--- src/inc/ffar_pkg.sv ---
// Package with register map, field positions and reset values of the fault report registers.
package ffar_pkg;

  localparam int unsigned ADDR_W = 32;
  localparam int unsigned DATA_W = 32;

  // Word offsets of the registers on the Wishbone port (byte addresses).
  localparam logic [7:0] OFS_CAUSE     = 8'h00;
  localparam logic [7:0] OFS_PROT_ADDR = 8'h04;
  localparam logic [7:0] OFS_BUS_ADDR  = 8'h08;
  localparam logic [7:0] OFS_AUX       = 8'h0C;
  localparam logic [7:0] OFS_STATUS    = 8'h10;
  localparam logic [7:0] OFS_CONFIG    = 8'h14;

  // Escalated-fault cause register bit positions.
  localparam int unsigned BIT_DEBUG  = 31;
  localparam int unsigned BIT_FORCED = 30;
  localparam int unsigned BIT_VECTOR = 1;

  // Status register bit positions (validity flags and precise error flag).
  localparam int unsigned BIT_PROT_VALID = 0;
  localparam int unsigned BIT_BUS_VALID  = 1;
  localparam int unsigned BIT_PRECISE    = 2;

  // Config register bit position: selects the shared-storage variant.
  localparam int unsigned BIT_SHARED = 0;

  localparam logic [31:0] RST_ZERO     = 32'h0000_0000;
  // Value returned where a read is defined as unknown.
  localparam logic [31:0] UNKNOWN_WORD = 32'h0000_0000;

endpackage : ffar_pkg

--- src/hdl/ffar_regs.sv ---
// Fault cause and fault address capture registers behind a classic Wishbone slave.
//
// The placing of the registers and the Wishbone interface to the registers were left to the implementer.
`timescale 1ns/1ps
//////////////////////////////////////////////////////////////////////////////////////////////////
// Summary of operation
// RULE_01: Writing a one to a cause bit clears it, writing zero leaves it alone.
// RULE_02: A failed vector table read sets cause bit 1, which is otherwise zero.
// RULE_03: A debug-caused escalation sets cause bit 31.
// RULE_04: An escalated configurable-priority fault sets cause bit 30; other bits read zero.
// RULE_05: The protection address is meaningful only while its valid flag is set.
// RULE_06: A protection fault captures the full 32-bit faulting data address.
// RULE_07: For split unaligned accesses the protection address is the part that faulted.
// RULE_08: With shared storage the protection address reads unknown while bus valid is set.
// RULE_09: The bus address is meaningful only while its valid flag is set.
// RULE_10: A precise bus fault captures the full 32-bit faulting data address.
// RULE_11: For unaligned bus faults the captured address is the one the instruction requested.
// RULE_12: With shared storage the bus address reads unknown while protection valid is set.
// RULE_13: The auxiliary fault register is not implemented: it reads zero and ignores writes.
// RULE_14: The precise error flag is raised only together with a bus address capture.
module ffar_regs #(
  parameter int unsigned AW = ffar_pkg::ADDR_W
) (
  input  wire logic          MCLK,
  input  wire logic          SRST,
  // Wishbone slave.
  input  wire logic          WB_CYC_I,
  input  wire logic          WB_STB_I,
  input  wire logic          WB_WE_I,
  input  wire logic [7:0]    WB_ADR_I,
  input  wire logic [3:0]    WB_SEL_I,
  input  wire logic [31:0]   WB_DAT_I,
  output logic      [31:0]   WB_DAT_O,
  output logic               WB_ACK_O,
  output logic               WB_ERR_O,
  // Fault events from the core, one-cycle pulses on MCLK.
  input  wire logic          DEBUG_FAULT,
  input  wire logic          FORCED_FAULT,
  input  wire logic          VECTOR_READ_FAULT,
  input  wire logic          PROT_FAULT,
  input  wire logic [AW-1:0] PROT_FAULT_ADDR,
  input  wire logic          BUS_FAULT,
  input  wire logic [AW-1:0] BUS_FAULT_ADDR,
  // State seen by the core.
  output logic               PROT_ADDR_VALID,
  output logic               BUS_ADDR_VALID,
  output logic               PRECISE_ERROR
);

  initial begin
    if (AW != ffar_pkg::ADDR_W) begin
      $error("ffar_regs: AW must be 32");
    end
    if (ffar_pkg::BIT_DEBUG >= ffar_pkg::DATA_W ||
        ffar_pkg::BIT_FORCED >= ffar_pkg::DATA_W) begin
      $error("ffar_regs: cause flag positions lie outside the data word");
    end
    if (ffar_pkg::BIT_PRECISE >= ffar_pkg::DATA_W / 4) begin
      $error("ffar_regs: status flags must sit in byte lane 0");
    end
  end

  //////////////////////////////////////////////////////////////////////////////////////////////////
  // Bus decode.

  logic        req;
  logic        wr_req;
  logic        hit;
  logic [31:0] wmask;
  logic        ack_reg;
  logic        ack_next;
  logic        err_reg;
  logic        err_next;
  logic [31:0] rdata_reg;
  logic [31:0] rdata_next;

  // Byte lanes widen to a bit mask shared by masked writes and masked clears.
  function automatic logic [31:0] lane_mask(input logic [3:0] sel);
    lane_mask = {{8{sel[3]}}, {8{sel[2]}}, {8{sel[1]}}, {8{sel[0]}}};
  endfunction : lane_mask

  function automatic logic [31:0] merge(input logic [31:0] old_v, input logic [31:0] new_v,
                                        input logic [31:0] m);
    merge = (old_v & ~m) | (new_v & m);
  endfunction : merge

  always_comb begin
    hit = (WB_ADR_I == ffar_pkg::OFS_CAUSE) || (WB_ADR_I == ffar_pkg::OFS_PROT_ADDR) ||
          (WB_ADR_I == ffar_pkg::OFS_BUS_ADDR) || (WB_ADR_I == ffar_pkg::OFS_AUX) ||
          (WB_ADR_I == ffar_pkg::OFS_STATUS) || (WB_ADR_I == ffar_pkg::OFS_CONFIG);
  end

  // One request is answered once; the ack or err cycle itself blocks a double take.
  assign req    = WB_CYC_I && WB_STB_I && !ack_reg && !err_reg;
  assign wr_req = req && WB_WE_I && hit;
  assign wmask  = lane_mask(WB_SEL_I);

  //////////////////////////////////////////////////////////////////////////////////////////////////
  // Cause, status and config state.

  // Cause flags.
  logic        debug_reg;
  logic        debug_next;
  logic        forced_reg;
  logic        forced_next;
  logic        vector_reg;
  logic        vector_next;
  // Status flags and the shared-storage mode.
  logic        pvalid_reg;
  logic        pvalid_next;
  logic        bvalid_reg;
  logic        bvalid_next;
  logic        precise_reg;
  logic        precise_next;
  logic        shared_reg;
  logic        shared_next;
  // Clear strobes, capture strobes and the two stored words.
  logic [31:0] clr;
  logic        pw_en;
  logic [31:0] pw_data;
  logic        bw_en;
  logic [31:0] bw_data;
  logic [31:0] prot_word;
  logic [31:0] bus_word;

  // Lanes that are not selected clear nothing, so a byte write can clear one flag without
  // touching the others.
  always_comb begin
    clr = '0;
    if (wr_req && WB_ADR_I == ffar_pkg::OFS_CAUSE) begin
      clr = WB_DAT_I & wmask;
    end
  end

  always_comb begin
    // Hardware set wins over a software clear in the same cycle.
    debug_next  = DEBUG_FAULT || (debug_reg && !clr[ffar_pkg::BIT_DEBUG]); // see RULE_03 RULE_01
    forced_next = FORCED_FAULT ||
                  (forced_reg && !clr[ffar_pkg::BIT_FORCED]); // see RULE_04 RULE_01
    vector_next = VECTOR_READ_FAULT ||
                  (vector_reg && !clr[ffar_pkg::BIT_VECTOR]); // see RULE_02 RULE_01
    pvalid_next  = pvalid_reg;
    bvalid_next  = bvalid_reg;
    precise_next = precise_reg;
    shared_next  = shared_reg;
    // A flag stays set until software clears it; a repeated fault of the same kind only
    // refreshes the captured address.
    if (wr_req && WB_ADR_I == ffar_pkg::OFS_STATUS) begin
      // Status flags are write-one-to-clear as well.
      pvalid_next  = pvalid_reg && !(WB_DAT_I[ffar_pkg::BIT_PROT_VALID] && WB_SEL_I[0]);
      bvalid_next  = bvalid_reg && !(WB_DAT_I[ffar_pkg::BIT_BUS_VALID] && WB_SEL_I[0]);
      precise_next = precise_reg && !(WB_DAT_I[ffar_pkg::BIT_PRECISE] && WB_SEL_I[0]);
    end
    if (wr_req && WB_ADR_I == ffar_pkg::OFS_CONFIG && WB_SEL_I[0]) begin
      shared_next = WB_DAT_I[ffar_pkg::BIT_SHARED];
    end
    if (PROT_FAULT) begin
      pvalid_next = 1'b1;
    end
    if (BUS_FAULT) begin
      bvalid_next  = 1'b1;
      precise_next = 1'b1; // see RULE_14
    end
  end

  always_ff @(posedge MCLK) begin
    if (SRST) begin
      debug_reg   <= 1'b0;
      forced_reg  <= 1'b0;
      vector_reg  <= 1'b0;
      pvalid_reg  <= 1'b0;
      bvalid_reg  <= 1'b0;
      precise_reg <= 1'b0;
      shared_reg  <= 1'b0;
    end else begin
      debug_reg   <= debug_next;
      forced_reg  <= forced_next;
      vector_reg  <= vector_next;
      pvalid_reg  <= pvalid_next;
      bvalid_reg  <= bvalid_next;
      precise_reg <= precise_next;
      shared_reg  <= shared_next;
    end
  end

  //////////////////////////////////////////////////////////////////////////////////////////////////
  // Address capture. The core presents the faulting part address for protection faults and
  // the requested address for bus faults; a hardware capture wins over a software write.
  // A colliding software write is dropped because the capture is the newer fact about the
  // fault.

  always_comb begin
    pw_en   = PROT_FAULT;
    pw_data = PROT_FAULT_ADDR; // see RULE_06 RULE_07
    if (!PROT_FAULT && wr_req && WB_ADR_I == ffar_pkg::OFS_PROT_ADDR) begin
      pw_en   = 1'b1;
      pw_data = merge(prot_word, WB_DAT_I, wmask);
    end
    bw_en   = BUS_FAULT;
    bw_data = BUS_FAULT_ADDR; // see RULE_10 RULE_11 RULE_14
    if (!BUS_FAULT && wr_req && WB_ADR_I == ffar_pkg::OFS_BUS_ADDR) begin
      bw_en   = 1'b1;
      bw_data = merge(bus_word, WB_DAT_I, wmask);
    end
  end

  // Each capture word has a store of its own, so a variant with one shared location would
  // only change the read-back and not the capture path.
  ffar_word #(
    .WIDTH (ffar_pkg::DATA_W)
  ) u_prot_word (
    .clk     (MCLK),
    .rst     (SRST),
    .wr_en   (pw_en),
    .wr_data (pw_data),
    .rd_data (prot_word)
  );

  ffar_word #(
    .WIDTH (ffar_pkg::DATA_W)
  ) u_bus_word (
    .clk     (MCLK),
    .rst     (SRST),
    .wr_en   (bw_en),
    .wr_data (bw_data),
    .rd_data (bus_word)
  );

  //////////////////////////////////////////////////////////////////////////////////////////////////
  // Read mux and answer.
  // Read data is registered so that it stands for the whole ack cycle; it shows the state
  // of the cycle in which the request was taken.
  // Unmapped offsets answer with an error pulse, write nothing and return zero.

  always_comb begin
    rdata_next = rdata_reg;
    ack_next   = 1'b0;
    err_next   = 1'b0;
    if (req) begin
      ack_next   = hit;
      err_next   = !hit;
      rdata_next = ffar_pkg::RST_ZERO;
      if (!WB_WE_I) begin
        unique case (WB_ADR_I)
          ffar_pkg::OFS_CAUSE: begin
            rdata_next[ffar_pkg::BIT_DEBUG]  = debug_reg;
            rdata_next[ffar_pkg::BIT_FORCED] = forced_reg;
            rdata_next[ffar_pkg::BIT_VECTOR] = vector_reg; // see RULE_02
          end
          ffar_pkg::OFS_PROT_ADDR: begin
            // Invalid content reads as a fixed pattern rather than stale data.
            // Storage stays separate in shared mode; only the read-back follows that variant,
            // so switching the mode never loses a captured address.
            if (pvalid_reg && !(shared_reg && bvalid_reg)) begin // see RULE_05 RULE_08
              rdata_next = prot_word;
            end else begin
              rdata_next = ffar_pkg::UNKNOWN_WORD;
            end
          end
          ffar_pkg::OFS_BUS_ADDR: begin
            if (bvalid_reg && !(shared_reg && pvalid_reg)) begin // see RULE_09 RULE_12
              rdata_next = bus_word;
            end else begin
              rdata_next = ffar_pkg::UNKNOWN_WORD;
            end
          end
          ffar_pkg::OFS_AUX: begin
            rdata_next = ffar_pkg::RST_ZERO; // see RULE_13
          end
          ffar_pkg::OFS_STATUS: begin
            rdata_next[ffar_pkg::BIT_PROT_VALID] = pvalid_reg;
            rdata_next[ffar_pkg::BIT_BUS_VALID]  = bvalid_reg;
            rdata_next[ffar_pkg::BIT_PRECISE]    = precise_reg;
          end
          ffar_pkg::OFS_CONFIG: begin
            rdata_next[ffar_pkg::BIT_SHARED] = shared_reg;
          end
          default: begin
            rdata_next = ffar_pkg::RST_ZERO;
          end
        endcase
      end
    end
  end

  // The master sees ack or err one cycle after the taking edge; the req gate keeps a request
  // that is still standing in that cycle from being taken a second time.
  always_ff @(posedge MCLK) begin
    if (SRST) begin
      ack_reg   <= 1'b0;
      err_reg   <= 1'b0;
      rdata_reg <= ffar_pkg::RST_ZERO;
    end else begin
      ack_reg   <= ack_next;
      err_reg   <= err_next;
      rdata_reg <= rdata_next;
    end
  end

  assign WB_ACK_O        = ack_reg;
  assign WB_ERR_O        = err_reg;
  assign WB_DAT_O        = rdata_reg;
  assign PROT_ADDR_VALID = pvalid_reg;
  assign BUS_ADDR_VALID  = bvalid_reg;
  assign PRECISE_ERROR   = precise_reg;

endmodule : ffar_regs

--- src/hdl/ffar_word.sv ---
// Small word store used for the fault address capture registers.
`timescale 1ns/1ps
module ffar_word #(
  parameter int unsigned WIDTH = 32
) (
  input  wire logic             clk,
  input  wire logic             rst,
  input  wire logic             wr_en,
  input  wire logic [WIDTH-1:0] wr_data,
  output logic      [WIDTH-1:0] rd_data
);

  logic [WIDTH-1:0] word_reg;
  logic [WIDTH-1:0] word_next;

  initial begin
    if (WIDTH < 1) begin
      $error("ffar_word: WIDTH must be at least 1");
    end
  end

  always_comb begin
    word_next = wr_en ? wr_data : word_reg;
  end

  always_ff @(posedge clk) begin
    if (rst) begin
      word_reg <= '0;
    end else begin
      word_reg <= word_next;
    end
  end

  assign rd_data = word_reg;

endmodule : ffar_word

--- config.mk ---
export PLATFORM = sky130hd
export DESIGN_NAME = ffar_regs
export DESIGN_NICKNAME = d
export VERILOG_FILES = /design/src/inc/ffar_pkg.sv /design/src/hdl/ffar_regs.sv /design/src/hdl/ffar_word.sv
export SDC_FILE = /design/constraint.sdc
export NUM_CORES = 1
export LEC_CHECK = 0
export CORE_UTILIZATION = 35
export CTS_BUF_LIST = sky130_fd_sc_hd__clkbuf_8
export CTS_CLUSTER_SIZE = 16
export DETAILED_ROUTE_END_ITERATION = 6
export DONT_BUFFER_PORTS = 1
export MAX_ROUTING_LAYER = met4
export PLACE_DENSITY = 0.52
export SLEW_MARGIN = 10
export SYNTH_ARGS = -nofsm -noshare
export SYNTH_HDL_FRONTEND = slang
export SYNTH_SLANG_ARGS = --single-unit
--- constraint.sdc ---
create_clock -name MCLK -period 2.3 [get_ports MCLK]
set_input_delay 0.345 -clock MCLK [delete_from_list [all_inputs] [get_ports MCLK]]
set_output_delay 0.345 -clock MCLK [all_outputs]
set_load 0.05 [all_outputs]
Yosys cells after proc, flatten, opt, wreduce, memory -nomap -nowiden. Index checks and enable logic that the tools add are counted.

Output and inout port bits: 37. Bits in registers: 105. Word-level logic and storage cells: 94.

Bitwise gates (word level): 7. Reductions and logical operators: 51. Equal/unequal tests: 5. Multiplexer cells: 19.

Operator list (number): $mux 32 (6); $and 32x32->32 (3); $or 32x32->32 (2); $pmux 27 s2 (1); $not 32->32 (1); $logic_and 1x1->1 (26); $eq 8x4->1 const B (2); $eq 8x5->1 const B (2); $logic_not 1->1 (13); $eq 8x3->1 const B (1); $logic_not 8->1 (1); $logic_or 1x1->1 (8); $mux 1 (8); $pmux 1 s4 (2); $pmux 2 s3 (1); $reduce_bool 2->1 (2); $pmux 1 s3 (1); $reduce_or 2->1 (1); $not 1->1 (1).

Depth between registers and ports, before layout. Gate-level depths: netlist of run 1.

Depth in word-level cells: 12. Gate-level depth with buffers: 7. Mapped depth without buffers: 4.

Modules after synthesis. Synthesis of run 1 repeated with hierarchy kept, for this count alone.

Cells, all modules: 640. Area, all modules: 5743.0 µm².

By module, submodules not included: ffar_regs (times used 1, cells an instance 434, area an instance 3415.8 µm², seq. area each 820.8 µm²); ffar_word (times used 2, cells an instance 103, area an instance 1163.6 µm², seq. area each 640.6 µm²).

Least setup slack after synthesis of run 1. No wires, ideal clock.

Path kind: reg2reg. From: register ack_reg (netlist: WB_ACK_O). To: register (tool-made name). Stages on the path, launching flop included: 8. Buffers on the path: 3. Setup time: 91 ps. Slack: 426 ps. Clock period less this slack: 1874 ps. Data required time: 2209 ps. Arrival time: 1783 ps. Path through: dfxtp_1 -> nor4bb_1 -> buf_2 -> buf_4 -> nand4_1 -> clkbuf_1 -> nand2_1 -> a311oi_1.

RTL lines: start, declared (line ffar_regs.sv:70) `logic ack_reg;`; start signal, assigned (line ffar_regs.sv:294) `ack_reg <= ack_next;`.

==> results of run 1 <==
[synth_stat cells, drive strengths merged, types with 2 or more instances]
cell type,n
nand2b,3
nand2,100
nor2,77
buf,29
nor4bb,3
dfxtp,105
a211oi,15
o21ai,33
a41o,7
nand4,3
nor3,59
nor4b,2
a311oi,64
a21bo,2
and4b,8
inv,57
a21oi,31
nor4,3
a222oi,2
clkbuf,41
and4,3
nand3,64
[critical path: stages (launching register included)]
cell and delay, ps:
dfxtp_1 340, nor4bb_2 440, buf_4 220, and4_1 210, buf_4 310, nand3_1 120, a311oi_1 290
[worst max path at each step]
stage / end / slack [ps] / cells after the start
after floorplan: register / 430 / 7
after global placement: register / 260 / 5
after detailed placement: register / 130 / 5
after CTS: register / 270 / 6
after global routing: register / 160 / 5
final: register / 280 / 6
[area by class of cell]
| class | count | area, um^2 | share of cell area, % |
|---|---|---|---|
| repair buffers | 30 | 253 | 4.37 |
| clock inverters | 5 | 55.1 | 0.952 |
| clock buffers | 11 | 151 | 2.62 |
| flip-flops and latches | 105 | 2100 | 36.3 |
| inverters | 57 | 214 | 3.70 |
| multi-input cells | 495 | 2770 | 48.0 |
| well taps | 188 | 235 | 4.07 |
[routing by layer]
layer	part of all wire [%]	up-vias	wire length (um)	GRT usage [%]
li1	-	2521	-	-
met1	44	2460	7930	30.0
met2	46	179	8190	34.8
met3	7.6	20	1360	5.27
met4	2.1	0	367	8.79
met5	0	-	0	-
[placed cells by master (no fill, tap or decap), drive strengths merged, types with 3 or more instances in the layout]
master	netlist	routed
dfxtp	105	105
a211oi	15	15
a311oi	64	64
a21oi	31	31
nand2	100	100
clkbuf	41	11
nand4	3	3
nor3	59	59
nand3	64	64
buf	29	29
nor4bb	3	3
nor2	77	77
a41o	7	7
nand2b	3	3
o21ai	33	33
and4b	8	8
inv	57	58
nor4	3	3
and4	3	3
[per-stage QoR]
step / utilization [%] / hold WS (ps) / power (W) / area [um^2]
after detailed placement: 36.6 / 428 / 0.00235 / 5550
after floorplan: - / 472 / 0.00231 / 5430
final: 38.2 / 34.4 / 0.00355 / 5780
after global routing: 38.2 / 17.3 / 0.00369 / 5780
after global placement: 36.6 / 426 / 0.00234 / 5550
after CTS: 38.1 / 4.12 / 0.00358 / 5770
[logic make-up (layout without fill, tap and decap cells)]
logic type             after synthesis  after routing
AO/OA/AOI/OAI                      160            160
XOR/XNOR                             1              1
buffers and inverters              127            103
flip-flops                         105            105
multiplexers                         2              2
AND/OR/NAND/NOR                    332            332
[report_power, final]
group / switching (W) / internal, W / leakage, nW
logic: 0.000227 / 0.000142 / 1.11
registers: 0.0000520 / 0.00190 / 0.865
clock network: 0.000668 / 0.000559 / 0.107
total: 0.000947 / 0.00261 / 2.08
==> flow_summary.toml, run 1 <==
[status]
status = "finished clean"

[floorplanning]
io_pins = 155
die_x_um = 127
core-area_um2 = 15100
die_h_um = 127
initial_core_util_pct = 35.8
num_rows = 45
die-area_um2 = 16000

[clocking]
cts_hold_buf = 1
cts_resized = 0
htreeDepth = 3
cts_root_buf = "clkbuf_8"
cts.path.max_buffers = 2
clkTransAtPathRegs_ps = 100
post_cts_buffers = 0
clk_latency_ps = 400
cts_tree = "yes"
cts_buffers = 9
cts.sinks = 105

[power_and_ir_drop]
peakVddDrop_v = 0.000256
p_per_area_nw_per_um2 = 614
p_leak_nw = 2.08

[setup_path]
endpoint_kind = "register"
crit_fanout = 19
regToRegSetupSlack_ps = 280
r2r-start = "WB_ACK_O$_SDFF_PP0_"
setup.worst_path.class = "reg -> reg"
required_ps = 2610
startpoint_type = "register"
crit_start = "WB_ACK_O$_SDFF_PP0_"
critPathArrivalTime_ps = 2330
r2r_cells = 6

[synthesis]
synthAdderAreaFrac_pct = 0
synthArstFlopShare_pct = 0
synth_seq_cells = 105
yosys-top-cells-area = "dfxtp_1 (39%), a311oi_1 (10%), nand2_1 (6.9%)"
synth.net_count = 845
synth_top_cell_by_area = "dfxtp_1"
synth_area_um2 = 5430
synth_edf_count = 0
synth_flop_cell = "dfxtp_1"
synth_warnings = 0
syn_area_per_cell_um2 = 7.46
synth_mux_area_share_pct = 0.392
syn_inst = 727
synth_top_area_share_pct = 38.7
synth-xor-area-share_pct = 0.161
yosys.area_share.simple_pct = 28.8
yosysUniqueCellTypes = 44
synth_compound_area_share_pct = 21.5
synth_top_family_by_area = "simple AND/OR/NAND/NOR gates"
ys_seq_area_share_pct = 38.7

[routing]
vias = 5180
routed_wl_um = 17800
drtPass1Iterations = 5
drc = 0
viasPerCell = 5.81
drt_iter0_markers = 338
wl_per_cell_um = 20.0
antenna_left = 0

[timing]
fmax_ghz = 0.494
setup_ws_ps = 277
period_minus_slack_ps = 2020
skew_ps = 12.9
hold_violations = 0
drv_slew = 0
timing.slew.headroom_pct = 55.6
worst_pin_slew_ps = 661
setup_violations = 0
fin_crit_sh_pct = 88.0
fin_setup_tns_ps = 0
grt_setup_unrepaired = "no"

[cells_and_area]
area_growth_pct = 6.59
instances_no_fill = 891
nFillCells = 1566
antennaDiodeCount = 0
final_layout_size_suffix_gt1_share_pct = 8.53
nNetsFinal = 816

[global_route]
antenna_found_initial = 0
grt_pass1_vias = 4933
grt_pass1_wl_um = 27400
grt_max_degree = 74
overflow = 0
grtUsageTotal_pct = 23.1

[min_path]
hp-class = "in -> reg"
hold_start = "SRST"
hold_depth = 1

[flow_run]
drv_cap = 0

[placed_design]
dp_hpwl_um = 12400
port_buffers = 0
place.gp.congestion = 0.833
dp.cells = 873
place_ws_ps = 134
Power figures use the tool's default switching activity.
==> run 2: changes to the inputs <==
--- a/config.mk
+++ b/config.mk
@@ -5,13 +5,15 @@
 export SDC_FILE = /design/constraint.sdc
 export NUM_CORES = 1
 export LEC_CHECK = 0
+export CAP_MARGIN = 20
 export CORE_UTILIZATION = 35
 export CTS_BUF_LIST = sky130_fd_sc_hd__clkbuf_8
 export CTS_CLUSTER_SIZE = 16
 export DETAILED_ROUTE_END_ITERATION = 6
 export DONT_BUFFER_PORTS = 1
 export MAX_ROUTING_LAYER = met4
-export PLACE_DENSITY = 0.52
+export PLACE_DENSITY = 0.48
+export SKIP_CTS_REPAIR_TIMING = 1
 export SLEW_MARGIN = 10
 export SYNTH_ARGS = -nofsm -noshare
 export SYNTH_HDL_FRONTEND = slang
==> flow_summary.toml, run 2 (synthesis results as in run 1) <==
[status]
status = "finished clean"

[setup_path]
endpoint_kind = "register"
regToRegSetupSlack_ps = 430
setup.worst_path.class = "reg -> reg"
critPathArrivalTime_ps = 2170
r2r_cells = 6
startpoint_type = "register"
required_ps = 2590
r2r-start = "WB_ACK_O$_SDFF_PP0_"
crit_fanout = 16

[min_path]
hold_start = "SRST"
hold_depth = 1
hp-class = "in -> reg"

[clocking]
htreeDepth = 3
cts.sinks = 105
cts.path.max_buffers = 2
cts_tree = "yes"
clk_latency_ps = 390
cts_buffers = 9
cts_root_buf = "clkbuf_8"
clkTransAtPathRegs_ps = 100

[timing]
hold_violations = 0
period_minus_slack_ps = 1870
fin_setup_tns_ps = 0
grt_setup_unrepaired = "no"
skew_ps = 9.81
fmax_ghz = 0.534
fin_crit_sh_pct = 81.5
setup_violations = 0
timing.slew.headroom_pct = 60.6
worst_pin_slew_ps = 591
drv_slew = 0

[global_route]
grtUsageTotal_pct = 22.7
antenna_found_initial = 0
grt_max_degree = 105
grt_pass1_vias = 4918
grt_pass1_wl_um = 27500
overflow = 0
globalRouteMet1Util_pct = 28.6
met3_usage_pct = 6.41
grt_util_met2_pct = 35.1
top_usage_layer = "met2"

[routing]
vias = 5146
drc = 0
antenna_left = 0
viasPerCell = 5.78
routed_wl_um = 17600
drt_iter0_markers = 434
drtPass1Iterations = 5
wl_per_cell_um = 19.7

[floorplanning]
die-area_um2 = 16000
io_pins = 155
die_x_um = 127
die_h_um = 127
core-area_um2 = 15100
initial_core_util_pct = 35.8
num_rows = 45

[placed_design]
port_buffers = 0
place.gp.congestion = 0.821
dp_hpwl_um = 12400

[power_and_ir_drop]
p_leak_nw = 2.07
peakVddDrop_v = 0.000245
p_per_area_nw_per_um2 = 613

[cells_and_area]
final_common_cell = "dfxtp_1"
area_growth_pct = 6.06
nNetsFinal = 816
final_layout_size_suffix_gt1_share_pct = 8.82
antennaDiodeCount = 0
mostFrequentLayoutCells = "dfxtp_1 (105), nand2_1 (100), nor2_1 (77)"
final_util_pct = 38.0

[flow_run]
drv_cap = 0
-- run 2: worst max path at each step --
stage	cells after the start	startpoint	endpoint	slack, ps
detailed placement	6	WB_ADR_I[1]	register	330
finish	6	WB_ACK_O$_SDFF_PP0_	register	430
global placement	6	WB_ADR_I[1]	register	410
floorplan	7	WB_ACK_O$_SDFF_PP0_	register	430
global route	6	WB_ACK_O$_SDFF_PP0_	register	270
CTS	6	WB_ACK_O$_SDFF_PP0_	register	420
-- run 2: per-layer routing --
layer	part of all wire, %	up-vias
met4	1.4	0
met2	46	157
met1	44	2450
met5	0	-
li1	-	2524
met3	8.4	15
-- run 2: metrics by stage --
step / area (um^2) / instances / worst slack, ps / hold slack (ps) / power, W
floorplan: 5430 / 727 / 426 / 472 / 0.00231
global placement: 5550 / 875 / 413 / 428 / 0.00234
detailed placement: 5550 / 875 / 334 / 428 / 0.00235
CTS: 5760 / 891 / 415 / 2.79 / 0.00356
global route: 5760 / 891 / 266 / 0.987 / 0.00368
finish: 5760 / 891 / 427 / 14.1 / 0.00353
-- run 2: final cells by class --
type / count / area [um^2]
tap: 188 / 235
fill: 1604 / 9390
inverter: 57 / 214
clock inverter: 5 / 53.8
sequential: 105 / 2100
multi-input combinational: 495 / 2770
timing repair buffer: 30 / 225
clock buffer: 11 / 151
-- run 2: critical path: stages, from the launching register on --
cell	delay (ps)
dfxtp_1	340
nor4bb_2	280
buf_4	250
and4_1	260
buf_4	260
nand3_1	100
a311oi_1	280
-- run 2: where the power goes --
part | leakage, nW | internal, W | switching [W] | total (W)
registers | 0.865 | 0.00190 | 0.0000524 | 0.00196
logic | 1.10 | 0.000136 | 0.000216 | 0.000352
clock network | 0.109 | 0.000560 | 0.000660 | 0.00122
==> run 3: changes to the inputs <==
--- a/config.mk
+++ b/config.mk
@@ -5,6 +5,7 @@
 export SDC_FILE = /design/constraint.sdc
 export NUM_CORES = 1
 export LEC_CHECK = 0
+export ABC_AREA = 1
 export CAP_MARGIN = 20
 export CORE_UTILIZATION = 35
 export CTS_BUF_LIST = sky130_fd_sc_hd__clkbuf_8
==> constraint.sdc (replaced) <==
create_clock -name MCLK -period 1.75 [get_ports MCLK]
set_input_delay 0.2625 -clock MCLK [delete_from_list [all_inputs] [get_ports MCLK]]
set_output_delay 0.2625 -clock MCLK [all_outputs]
set_load 0.05 [all_outputs]
==> flow_summary.toml, run 3 <==
[status]
status = "finished clean"

[timing]
fin_setup_tns_ps = 0
drv_slew = 0
fin_crit_sh_pct = 93.8
worst_pin_slew_ps = 530
setup_violations = 0
period_minus_slack_ps = 1640
grt_setup_unrepaired = "yes"
hold_violations = 0
fmax_ghz = 0.609
skew_ps = 7.32
timing.slew.headroom_pct = 64.6

[cells_and_area]
area_growth_pct = 12.7
antennaDiodeCount = 0
mostFrequentLayoutCells = "nand2_1 (332), nor2_1 (133), inv_1 (108)"
final_common_cell = "nand2_1"
nNetsFinal = 1084
final_layout_size_suffix_gt1_share_pct = 11.4
nFillCells = 1864
multiInputGateArea_um2 = 3200
regArea_um2 = 2110
instances_no_fill = 1191

[clocking]
clkTransAtPathRegs_ps = 100
clk_latency_ps = 390
cts_tree = "yes"
cts_root_buf = "clkbuf_8"
cts.sinks = 105
cts_buffers = 9
htreeDepth = 3
cts.path.max_buffers = 2

[routing]
drc = 0
vias = 5790
routed_wl_um = 18400
drt_iter0_markers = 313
drtPass1Iterations = 5
wl_per_cell_um = 15.4
antenna_left = 0
viasPerCell = 4.86

[synthesis]
synthAdderAreaFrac_pct = 0
synth_area_um2 = 5910
synth_top_family_by_area = "simple AND/OR/NAND/NOR gates"
synth_common_cells = "nand2_1 (338), nor2_1 (137), inv_1 (107)"
synth_compound_area_share_pct = 9.22
yosys-top-cells-area = "dfxtp_1 (36%), nand2_1 (21%), nor2_1 (8.7%)"
synth.net_count = 1074
synth_top_area_share_pct = 35.5
synth-xor-area-share_pct = 0
synth_edf_count = 0
synth_flop_cell = "dfxtp_1"
synthArstFlopShare_pct = 0
yosys.area_share.simple_pct = 42.8
ys_seq_area_share_pct = 35.5
synth_top_cell_by_area = "dfxtp_1"
synth_seq_cells = 105
yosysMostFrequentCell = "nand2_1"
syn_inst = 956
synth_warnings = 0
yosysUniqueCellTypes = 28
syn_area_per_cell_um2 = 6.19
synth_mux_area_share_pct = 0

[power_and_ir_drop]
total_power_w = 0.00467
p_leak_nw = 3.22
p_per_area_nw_per_um2 = 701
peakVddDrop_v = 0.000346

[placed_design]
dp_hpwl_um = 12800
dp.cells = 1160
port_buffers = 0
place.gp.congestion = 0.865

[setup_path]
setup.worst_path.class = "reg -> reg"
regToRegSetupSlack_ps = 110
startpoint_type = "register"
required_ps = 2040
critPathArrivalTime_ps = 1930
endpoint_kind = "register"
crit_fanout = 8

[floorplanning]
die-area_um2 = 17400
die_h_um = 132
num_rows = 47
die_x_um = 132
io_pins = 155
initial_core_util_pct = 35.8
core-area_um2 = 16500

[global_route]
antenna_found_initial = 0
overflow = 0
grtUsageTotal_pct = 21.6
grt_pass1_vias = 5337
grt_max_degree = 44
grt_pass1_wl_um = 28700

[flow_run]
drv_cap = 0

[min_path]
hp-class = "in -> reg"
[run 3: cell count changes after synthesis, sizes merged, moves of 7 or more]
cell	delta
nor3	-58
nand4	+56
and4b	-8
a21oi	+10
a41o	-7
a311oi	-64
nand2	+248
nand3	-42
clkbuf	-12
o22ai	+28
a211oi	-15
inv	+51
nor2	+68
[run 3: cell type report]
type	count	area share (%)
Sequential cell	105	31.6
Inverter	109	6.14
Multi-Input combinational cell	686	48.0
Timing Repair Buffer	55	7.37
Tap cell	220	4.13
Clock buffer	11	2.27
Clock inverter	5	0.469
[run 3: report_power, final]
group / switching, W / internal, W / leakage [nW]
clock: 0.000876 / 0.000592 / 0.0946
sequential: 0.0000343 / 0.00250 / 0.866
combinational: 0.000442 / 0.000228 / 2.26
total: 0.00135 / 0.00332 / 3.22
[run 3: cells by family (layout without fill, tap and decap cells)]
family | Yosys count | after routing
and+or+nand+nor | 581 | 585
AOI/OAI and AO/OA | 101 | 101
buffers and inverters | 169 | 180
DFF | 105 | 105
[run 3: worst max-delay path: stages (launching register included)]
cell     delay (ps)
dfxtp_2         350
nor2_4          110
nand3_4         120
nor2_8          210
buf_12          140
nand4_1         210
nand2_2         240
nand2_1          70
nand2_1          60
nor2_1           40
[run 3: path summary, 6_finish.rpt]
check                                               from                  endpoint  depth (start not counted)
worst max-delay path                 WB_ERR_O$_SDFF_PP0_                  register                          9
worst min-delay path                         WB_SEL_I[0]   shared_reg$_SDFFE_PP0P_                          2
worst max register to register       WB_ERR_O$_SDFF_PP0_                  register                          9
worst min register to register  WB_DAT_O[5]$_SDFFE_PP0N_  WB_DAT_O[5]$_SDFFE_PP0N_                          2
[run 3: per-layer routing]
layer | wire, um | track usage (%) | up-vias
met1 | 8910 | 28.9 | 2611
met5 | 0 | - | -
li1 | - | - | 3025
met4 | 161 | 4.20 | 0
met2 | 8350 | 33.3 | 144
met3 | 973 | 4.69 | 10
[run 3: metrics by stage]
step | area [um^2] | util (%) | hold slack, ps | worst slack, ps
2_1_floorplan | 5920 | - | 396 | 18.6
3_3_place_gp | 6230 | 37.7 | 336 | 23.5
3_5_place_dp | 6230 | 37.7 | 339 | 1.37
4_1_cts | 6420 | 38.8 | -97.8 | -24.6
5_1_grt | 6670 | 40.3 | 74.0 | -22.6
6_report | 6670 | 40.3 | 76.6 | 108
